### config.mk
export PLATFORM = sky130hd
export DESIGN_NAME = sfe_flash_end_flat
export DESIGN_NICKNAME = d
export VERILOG_FILES = /design/src/design/sfe_pkg.sv /design/src/design/sfe_link_if.sv /design/src/design/sfe_flash_end.sv /design/src/flat_wrapper.sv
export SDC_FILE = /design/constraint.sdc
export NUM_CORES = 2
export LEC_CHECK = 0
export BUFFER_PORTS_ARGS = -buffer_cell sky130_fd_sc_hd__buf_2
export CORE_MARGIN = 3
export CORE_UTILIZATION = 40
export DETAILED_ROUTE_END_ITERATION = 10
export PLACE_DENSITY = 0.57
export REMOVE_ABC_BUFFERS = 1
export SETUP_SLACK_MARGIN = 0.02
export SLEW_MARGIN = 30
export SYNTH_ARGS = -nofsm -noshare
export SYNTH_HDL_FRONTEND = slang
export SYNTH_SLANG_ARGS = --single-unit
### constraint.sdc
create_clock -name sys_clk -period 50.9 [get_ports sys_clk]
set_input_delay 12.725 -clock sys_clk [delete_from_list [all_inputs] [get_ports sys_clk]]
set_output_delay 12.725 -clock sys_clk [all_outputs]
set_load 0.02 [all_outputs]
### src/design/sfe_pkg.sv
/*
  Shared constants for the serial flash erase link: opcodes, frame layout,
  address field positions, erase times and link timing.
  Assumes a 40 MHz system clock on both ends.
*/
package sfe_pkg;
  // ************************************************************
  // opcodes and frame layout
  // ************************************************************
  localparam logic [7:0] SFE_OP_PAGE_ERASE = 8'h81;
  localparam logic [7:0] SFE_OP_BLOCK_ERASE = 8'h50;
  localparam logic [7:0] SFE_OP_SECTOR_ERASE = 8'h7C;
  localparam int unsigned SFE_FRAME_BITS = 32;
  localparam logic [5:0] SFE_FRAME_BITS_W = 6'h20;
  localparam int unsigned SFE_PAGE_BITS = 11;
  localparam int unsigned SFE_PAGES = 2048;
  // lowest page bit position inside the 24-bit address, per page-size mode
  localparam int unsigned SFE_STD_PAGE_LSB = 9;
  localparam int unsigned SFE_BIN_PAGE_LSB = 8;
  // sector 0b ends at the last page of the first 256-page region
  localparam logic [10:0] SFE_SECTOR0A_LAST = 11'h007;
  localparam logic [10:0] SFE_SECTOR0B_FIRST = 11'h008;
  localparam logic [10:0] SFE_SECTOR0B_LAST = 11'h0FF;

  // ************************************************************
  // timing
  // ************************************************************
  localparam int unsigned SFE_CLK_MHZ = 40;
  localparam int unsigned SFE_PAGE_ERASE_TIME_US = 20000;
  localparam int unsigned SFE_BLOCK_ERASE_TIME_US = 40000;
  localparam int unsigned SFE_SECTOR_ERASE_TIME_US = 1000000;
  localparam int unsigned SFE_PAGE_ERASE_CYCLES = SFE_PAGE_ERASE_TIME_US * SFE_CLK_MHZ;
  localparam int unsigned SFE_BLOCK_ERASE_CYCLES = SFE_BLOCK_ERASE_TIME_US * SFE_CLK_MHZ;
  localparam int unsigned SFE_SECTOR_ERASE_CYCLES = SFE_SECTOR_ERASE_TIME_US * SFE_CLK_MHZ;
  // host serial clock half period in system cycles (5 MHz link)
  localparam logic [3:0] SFE_SCLK_HALF = 4'h4;
  // how long the host waits to see busy before calling a frame refused
  localparam logic [5:0] SFE_BUSY_WAIT = 6'h20;

  typedef enum logic [1:0] {
    SFE_KIND_PAGE = 2'b00,
    SFE_KIND_BLOCK = 2'b01,
    SFE_KIND_SECTOR = 2'b10
  } sfe_kind_type;
endpackage : sfe_pkg

### src/design/sfe_link_if.sv
/*
  Link between the erase host and the flash end: serial clock, chip select,
  serial data and a ready level from the flash end.
  Assumes both ends sample every wire through their own synchronisers.
*/
`timescale 1ns/1ps
`default_nettype none
interface sfe_link_if;
  logic sclk;
  logic cs_n;
  logic mosi;
  logic ready;
  modport host (output sclk, output cs_n, output mosi, input ready);
  modport flash (input sclk, input cs_n, input mosi, output ready);
endinterface : sfe_link_if
`default_nettype wire

### src/design/sfe_flash_end.sv
/*
  Flash end of the erase link: serial frame receiver, opcode and address
  decode, self-timed page, block and sector erase with erase verify.
  Assumes the host drives sclk idle low, changes mosi on falling edges and
  keeps each sclk level for at least three system cycles.
*/
`timescale 1ns/1ps
`default_nettype none
module sfe_flash_end
  import sfe_pkg::*;
#(
  parameter int unsigned PAGE_ERASE_CYCLES = SFE_PAGE_ERASE_CYCLES,
  parameter int unsigned BLOCK_ERASE_CYCLES = SFE_BLOCK_ERASE_CYCLES,
  parameter int unsigned SECTOR_ERASE_CYCLES = SFE_SECTOR_ERASE_CYCLES
) (
  input wire logic sys_clk,
  input wire logic rst,
  sfe_link_if.flash link,
  input wire logic binary_page_mode,
  input wire logic erase_fault,
  input wire logic [10:0] query_page,
  output logic query_erased,
  output logic ready_busy,
  output logic erase_program_error_flag
);
  // ************************************************************
  // link synchronisers
  // ************************************************************
  logic sclk_s1, sclk_s2, sclk_s3;
  logic cs_s1, cs_s2, cs_s3;
  logic mosi_s1, mosi_s2;

  // stage one feeds stage two only; edges come from stages two and three
  always_ff @(posedge sys_clk) begin
    if (rst) begin
      sclk_s1 <= 1'b0;
      sclk_s2 <= 1'b0;
      sclk_s3 <= 1'b0;
      cs_s1 <= 1'b1;
      cs_s2 <= 1'b1;
      cs_s3 <= 1'b1;
      mosi_s1 <= 1'b0;
      mosi_s2 <= 1'b0;
    end else begin
      sclk_s1 <= link.sclk;
      sclk_s2 <= sclk_s1;
      sclk_s3 <= sclk_s2;
      cs_s1 <= link.cs_n;
      cs_s2 <= cs_s1;
      cs_s3 <= cs_s2;
      mosi_s1 <= link.mosi;
      mosi_s2 <= mosi_s1;
    end
  end

  logic sclk_rise;
  logic cs_fall;
  logic cs_rise;
  assign sclk_rise = sclk_s2 & ~sclk_s3;
  assign cs_fall = cs_s3 & ~cs_s2;
  assign cs_rise = ~cs_s3 & cs_s2;

  // ************************************************************
  // frame receiver
  // ************************************************************
  logic [31:0] frame;
  logic [5:0] bit_count;

  // bit count saturates so an overlong frame never wraps back to 32
  always_ff @(posedge sys_clk) begin
    if (rst) begin
      frame <= 32'h0000_0000;
      bit_count <= 6'h00;
    end else if (cs_fall) begin
      bit_count <= 6'h00;
    end else if (!cs_s2 && sclk_rise) begin
      frame <= {frame[30:0], mosi_s2};
      if (bit_count != 6'h3F) begin
        bit_count <= bit_count + 6'h01;
      end
    end
  end

  // ************************************************************
  // opcode and address decode
  // ************************************************************
  logic [7:0] opcode;
  logic [10:0] page_sel;
  logic [10:0] next_first;
  logic [10:0] next_last;
  logic [31:0] next_time;
  logic next_valid;

  assign opcode = frame[31:24];
  // standard mode skips nine low dummy bits, binary mode eight
  assign page_sel = binary_page_mode ? frame[SFE_BIN_PAGE_LSB +: SFE_PAGE_BITS]
                                     : frame[SFE_STD_PAGE_LSB +: SFE_PAGE_BITS];

  // page range and time for each erase kind
  always_comb begin
    next_first = page_sel;
    next_last = page_sel;
    next_time = PAGE_ERASE_CYCLES;
    next_valid = 1'b0;
    case (opcode)
      SFE_OP_PAGE_ERASE: begin
        next_valid = 1'b1;
      end
      SFE_OP_BLOCK_ERASE: begin
        next_valid = 1'b1;
        next_first = {page_sel[10:3], 3'b000};
        next_last = {page_sel[10:3], 3'b111};
        next_time = BLOCK_ERASE_CYCLES;
      end
      SFE_OP_SECTOR_ERASE: begin
        next_valid = 1'b1;
        next_time = SECTOR_ERASE_CYCLES;
        if (page_sel[10:8] != 3'b000) begin
          next_first = {page_sel[10:8], 8'h00};
          next_last = {page_sel[10:8], 8'hFF};
        end else if (!page_sel[3]) begin
          next_first = 11'h000;
          next_last = SFE_SECTOR0A_LAST;
        end else begin
          next_first = SFE_SECTOR0B_FIRST;
          next_last = SFE_SECTOR0B_LAST;
        end
      end
      default: begin
        next_valid = 1'b0;
      end
    endcase
  end

  logic start;
  // a frame counts only when chip select rises after exactly 32 bits
  assign start = cs_rise && (bit_count == SFE_FRAME_BITS_W) && next_valid && ready_busy;

  // ************************************************************
  // erase sequencer
  // ************************************************************
  typedef enum logic [1:0] {
    SFE_ST_IDLE = 2'b00,
    SFE_ST_SWEEP = 2'b01,
    SFE_ST_WAIT = 2'b10
  } sfe_state_type;

  sfe_state_type state;
  logic [10:0] cur_page;
  logic [10:0] last_page;
  logic [31:0] timer;

  // busy lasts the full erase time; pages are cleared one per cycle inside it
  always_ff @(posedge sys_clk) begin
    if (rst) begin
      state <= SFE_ST_IDLE;
      cur_page <= 11'h000;
      last_page <= 11'h000;
      timer <= 32'h0000_0000;
    end else begin
      if (timer != 32'h0000_0000) begin
        timer <= timer - 32'h0000_0001;
      end
      case (state)
        SFE_ST_IDLE: begin
          if (start) begin
            state <= SFE_ST_SWEEP;
            cur_page <= next_first;
            last_page <= next_last;
            timer <= next_time - 32'h0000_0001;
          end
        end
        SFE_ST_SWEEP: begin
          if (cur_page == last_page) begin
            state <= SFE_ST_WAIT;
          end else begin
            cur_page <= cur_page + 11'h001;
          end
        end
        SFE_ST_WAIT: begin
          if (timer == 32'h0000_0000) begin
            state <= SFE_ST_IDLE;
          end
        end
        default: begin
          state <= SFE_ST_IDLE;
        end
      endcase
    end
  end

  // ************************************************************
  // array state, verify and status
  // ************************************************************
  // one erased flag per page stands in for the data; nothing programs here
  logic page_erased [0:SFE_PAGES-1];

  // a fault during the sweep leaves that page unerased, as a failed byte would
  always_ff @(posedge sys_clk) begin
    if (state == SFE_ST_SWEEP) begin
      page_erased[cur_page] <= ~erase_fault;
    end
  end

  // the query port is a plain registered array read
  always_ff @(posedge sys_clk) begin
    if (rst) begin
      query_erased <= 1'b0;
    end else begin
      query_erased <= page_erased[query_page];
    end
  end

  // flag clears at the start of each erase; a failure always wins
  always_ff @(posedge sys_clk) begin
    if (rst) begin
      erase_program_error_flag <= 1'b0;
    end else if (state == SFE_ST_SWEEP && erase_fault) begin
      erase_program_error_flag <= 1'b1;
    end else if (start) begin
      erase_program_error_flag <= 1'b0;
    end
  end

  // ready is high only while idle and drops the cycle after a start
  always_ff @(posedge sys_clk) begin
    if (rst) begin
      ready_busy <= 1'b1;
    end else if (start) begin
      ready_busy <= 1'b0;
    end else if (state == SFE_ST_WAIT && timer == 32'h0000_0000) begin
      ready_busy <= 1'b1;
    end
  end

  assign link.ready = ready_busy;
endmodule : sfe_flash_end
`default_nettype wire

### src/flat_wrapper.sv
// flat-port wrapper written by rule: the top's interface ports become plain ports
module sfe_flash_end_flat import sfe_pkg::*;
#(
  parameter int unsigned PAGE_ERASE_CYCLES = SFE_PAGE_ERASE_CYCLES,
  parameter int unsigned BLOCK_ERASE_CYCLES = SFE_BLOCK_ERASE_CYCLES,
  parameter int unsigned SECTOR_ERASE_CYCLES = SFE_SECTOR_ERASE_CYCLES
)
  (sys_clk, rst, binary_page_mode, erase_fault, query_page, query_erased, ready_busy, erase_program_error_flag, link_sclk, link_cs_n, link_mosi, link_ready);
  sfe_link_if link_i ();
  input wire logic sys_clk;
  input wire logic rst;
  input wire logic binary_page_mode;
  input wire logic erase_fault;
  input wire logic [10:0] query_page;
  output logic query_erased;
  output logic ready_busy;
  output logic erase_program_error_flag;
  input wire logic [$bits(link_i.sclk)-1:0] link_sclk;
  input wire logic [$bits(link_i.cs_n)-1:0] link_cs_n;
  input wire logic [$bits(link_i.mosi)-1:0] link_mosi;
  output wire logic [$bits(link_i.ready)-1:0] link_ready;
  assign link_i.sclk = link_sclk;
  assign link_i.cs_n = link_cs_n;
  assign link_i.mosi = link_mosi;
  assign link_ready = link_i.ready;
  sfe_flash_end #(.PAGE_ERASE_CYCLES(PAGE_ERASE_CYCLES), .BLOCK_ERASE_CYCLES(BLOCK_ERASE_CYCLES), .SECTOR_ERASE_CYCLES(SECTOR_ERASE_CYCLES)) u_core (.sys_clk(sys_clk), .rst(rst), .link(link_i), .binary_page_mode(binary_page_mode), .erase_fault(erase_fault), .query_page(query_page), .query_erased(query_erased), .ready_busy(ready_busy), .erase_program_error_flag(erase_program_error_flag));
endmodule
* Yosys cells after proc, flatten, opt, wreduce, memory -nomap -nowiden *
Memories as Yosys holds them, arrays and structs flattened. A register that Yosys moved wholly into a read port is not among the register bits.
Cells that the tools add are included.

cells by class
  equality and inequality tests = 12
  reduce and logical (&&, ||, !) cells = 21
  bitwise logic cells = 8
  mux-type cells = 25
  add/subtract/negate cells = 4

operators with widths
  kind                     number
  $mux W32                 3
  $pmux W11 S2             3
  $mux W11                 5
  $pmux W26 S2             1
  $logic_not A32 Y1        1
  $reduce_bool A32 Y1      1
  $sub A32 B1 Y32 const B  1
  $sub A26 B1 Y27 const B  1
  $eq A8 B7 Y1 const B     2
  $add A11 B1 Y11 const B  1
  $eq A11 B11 Y1           1
  $eq A8 B8 Y1 const B     1
  $mux W8                  1
  $mux W1                  7
  $add A6 B1 Y6 const B    1
  $eq A6 B6 Y1 const B     1
  $logic_and A1 B1 Y1      6
  $mux W2                  3
  $ne A2 B1 Y1 const B     3
  $ne A6 B6 Y1 const B     1
  $pmux W2 S3              1
  $reduce_and A2 Y1        3
  $reduce_and A3 Y1        2
  $reduce_bool A2 Y1       3
  11 further kinds         17

word-level totals
  memory bits (writable) = 2,048
  bits of input ports = 18
  register bits after elaboration = 104
  output and inout port bits = 4
  memories kept = 1
  word-level logic and storage cells = 87

memory list
  name                words  width  rd ports  clocked after Yosys merged registers in  write ports  line                  source
  u_core.page_erased  2,048  1      1         1                                        1            sfe_flash_end.sv:196  logic page_erased [0:SFE_PAGES-1];

* Depth between registers and ports, before layout *
  depth after elaboration = 7
  mapped depth = 16
  gate-level depth less buffers = 10

* Least setup slack after synthesis *
Ideal clock, no wire load.

  path kind = input-to-reg
  start point = in erase_fault
  end point = mem u_core.page_erased[0], data pin
  stages = 1
  required time = 46.141 ns
  slack = 11.589 ns
  path buffers = 0
  library setup time = 4.759 ns
  data arrival time = 34.553 ns
  path through = inv_1

between the ends
  word-level cells in the longest chain between the ends = 1

ends and longest elaborated chain
  element          line                  source
  start, declared  flat_wrapper.sv:13    input wire logic erase_fault;
  $not A1 Y1       sfe_flash_end.sv:201  page_erased[cur_page] <= ~erase_fault;
  end, declared    sfe_flash_end.sv:196

Every way passes these cells.

==> flow_summary.json <==
{
  "fin_worst_hold_slack_ps": 407,
  "leakagePower_nw": 30.5,
  "synthFlopType": "edfxtp_1",
  "slew_violations": 0,
  "globalplace.congestion": 0.791,
  "setup_violations": 0,
  "fin_crit_ps": 18170,
  "synth_cells": 6686,
  "hold_buffers": 0,
  "synth.avg_cell_area_um2": 13.9,
  "finalWirelength_um": 275000,
  "stdcell_area_mm2": 0.103,
  "cts_buffers": 221,
  "die_w_um": 489,
  "endpoint_kind": "flop",
  "worstSkewPairLatency_ps": 860,
  "cts_tree": "yes",
  "post-route-period-util_pct": 35.7,
  "start_kind": "input pin",
  "num-nets-final": 6447,
  "drt_iter0_drc": 7785,
  "clk_path_buf_depth": 3,
  "synth_edf_count": 2048,
  "antenna_found_initial": 7,
  "cp.required_ps": 51670,
  "fmax_ghz": 0.0551,
  "start_util_pct": 40.4,
  "status": "complete, no violations",
  "peakVddDrop_uv": 37.6,
  "crit_type": "in2reg",
  "hpwl_um": 141000,
  "dieArea_mm2": 0.239,
  "row_count": 176,
  "synth_top_cell_by_area": "edfxtp_1",
  "numPortBuffers": 21,
  "wire_per_inst_um": 28.5,
  "grt.total_usage_pct": 22.7,
  "max_slew_margin_pct": 29.7,
  "clk_pin_slew_ps": 60,
  "yosysMostFrequentCell": "nor2_1",
  "synthTopCellsByArea": "edfxtp_1, mux4_2, nor2_1, mux2i_1, dfxtp_1",
  "r2r_setup_slack_ps": 47290,
  "vias": 57200,
  "avgViaCountPerCell": 5.94,
  "rsz0062_at_grt": "no",
  "setup-tns-final_ps": 0,
  "synth-warning-count": 0,
  "yosys.area.top_type_share_pct": 66.0,
  "grt_max_degree": 254,
  "ys_seq_area_share_pct": 68.2,
  "io_pins": 22,
  "coreArea_mm2": 0.231,
  "tightest_slew_ps": 1050,
  "fillers": 20700,
  "root_buffer": "clkbuf_16",
  "synth.cell_area_mm2": 0.0932,
  "grt_overflow": 0,
  "syn_to_final_growth_pct": 10.1,
  "crit_arrival_ps": 18930,
  "die_h_um": 489,
  "skew_ps": 59.8,
  "async_flop_share_pct": 0,
  "max-cap-violations": 0,
  "power_density_mw_per_mm2": 36.1,
  "cts-htree-levels": 4,
  "drive_gt1_share_pct": 15.1,
  "finalHoldViolCount": 0,
  "critPathMaxFanout": 58,
  "place_area_mm2": 0.0957,
  "grt_pass1_wl_um": 395000,
  "first_pass_iters": 5,
  "finalPower_mw": 3.70,
  "postCtsResizedCells": 0,
  "grt_pass1_vias": 55800,
  "yosysUniqueCellTypes": 72,
  "cts_setup_buffers": 0,
  "drcViolationCount": 0,
  "ant_nets": 0,
  "synth_common_cells": "nor2_1, edfxtp_1, clkbuf_1",
  "hp-class": "reg2reg",
  "cts.sinks": 2153,
  "synth_seq_cells": 2153
}
where the power goes:
| group | switching, mW | internal, mW |
|---|---|---|
| clock network | 0.693 | 0.840 |
| registers | 0.00868 | 1.95 |
| logic | 0.132 | 0.0804 |
| total | 0.834 | 2.87 |
through the flow:
stage          instances  setup WS (ps)  utilization (%)
2_1_floorplan       6050          11590                -
4_1_cts             9622          32660             44.4
5_1_grt             9628          32170             44.5
3_5_place_dp        9218          31790             41.5
3_3_place_gp        9214          31790             41.3
6_report            9631          32740             44.5
critical path: stages:
cell and delay (ps):
buf_8 520, buf_4 690, buf_4 800, buf_4 740, buf_4 810, mux2i_1 190, o221ai_1 250, o22ai_1 130
a21oi_1 190, o21ai_0 120, nor3_1 810, o311ai_0 310, and4_1 260, nor3_1 180
state kept, by name, indices dropped and copies added, names as in the netlist:
| register | cells |
|---|---|
| u_core.bit_count | 6 |
| u_core.cs_s1 | 1 |
| u_core.cs_s2 | 1 |
| u_core.cs_s3 | 1 |
| u_core.cur_page | 11 |
| u_core.erase_program_error_flag | 1 |
| u_core.frame | 32 |
| u_core.last_page | 11 |
| u_core.link.ready | 1 |
| u_core.mosi_s1 | 1 |
| u_core.mosi_s2 | 1 |
| u_core.page_erased | 2048 |
| u_core.query_erased | 1 |
| u_core.sclk_s1 | 1 |
| u_core.sclk_s2 | 1 |
| u_core.sclk_s3 | 1 |
| u_core.state | 2 |
| u_core.timer | 32 |
final timing paths:
kind                              to  depth (start not counted)          startpoint
max              u_core.query_erased                         14       query_page[0]
min reg2reg             u_core.cs_s2                          1        u_core.cs_s1
min                     u_core.cs_s2                          1        u_core.cs_s1
max reg2reg  u_core.page_erased[537]                          6  u_core.cur_page[3]
placed cells by master (no fill, tap or decap), drive strengths merged, types with 28 or more instances in the layout:
| master | count |
|---|---|
| dfxtp | 105 |
| nand3 | 28 |
| nand2 | 262 |
| mux2i | 243 |
| a21oi | 146 |
| clkbuf | 298 |
| o21ai | 61 |
| edfxtp | 2048 |
| buf | 148 |
| mux4 | 424 |
| xnor2 | 33 |
| o22ai | 62 |
| nor3 | 83 |
| nor2 | 2126 |
| a22oi | 50 |
| clkinv | 94 |
| o221ai | 92 |
metal layers:
layer,global-route usage [%],share of wire [%],routed length (um),up-vias
met5,0,0,0,-
met4,5.83,2.4,6500,0
met3,4.10,9.2,25200,387
met2,36.3,47,130000,2590
met1,32.2,41,113000,30200
li1,-,-,-,24000
kinds of logic (layout without fill, tap and decap cells):
group                      count (synthesis)  count (layout)  share of synthesized area (%)
xor gates and xnor gates                  41              41                          0.385
adders and majority gates                  8               8                          0.107
other                                      0               3                              0
AOI/OAI and AO/OA                        504             504                           3.61
and+or+nand+nor                         2654            2654                           11.4
muxes                                    675             675                           13.0
DFF                                     2153            2153                           68.2
buffers and inverters                    651             567                           3.35
final cells by class:
| class | count | area (um^2) | share of cell area (%) |
|---|---|---|---|
| Tap cell | 3026 | 3790 | 3.69 |
| Antenna cell | 3 | 7.51 | 0.00732 |
| Clock inverter | 106 | 827 | 0.806 |
| Timing Repair Buffer | 148 | 1390 | 1.35 |
| Sequential cell | 2153 | 63600 | 62.0 |
| Multi-Input combinational cell | 3882 | 27100 | 26.4 |
| Clock buffer | 298 | 5890 | 5.74 |
| Inverter | 15 | 71.3 | 0.0695 |
Note: power is estimated with default switching activity, not from simulation.
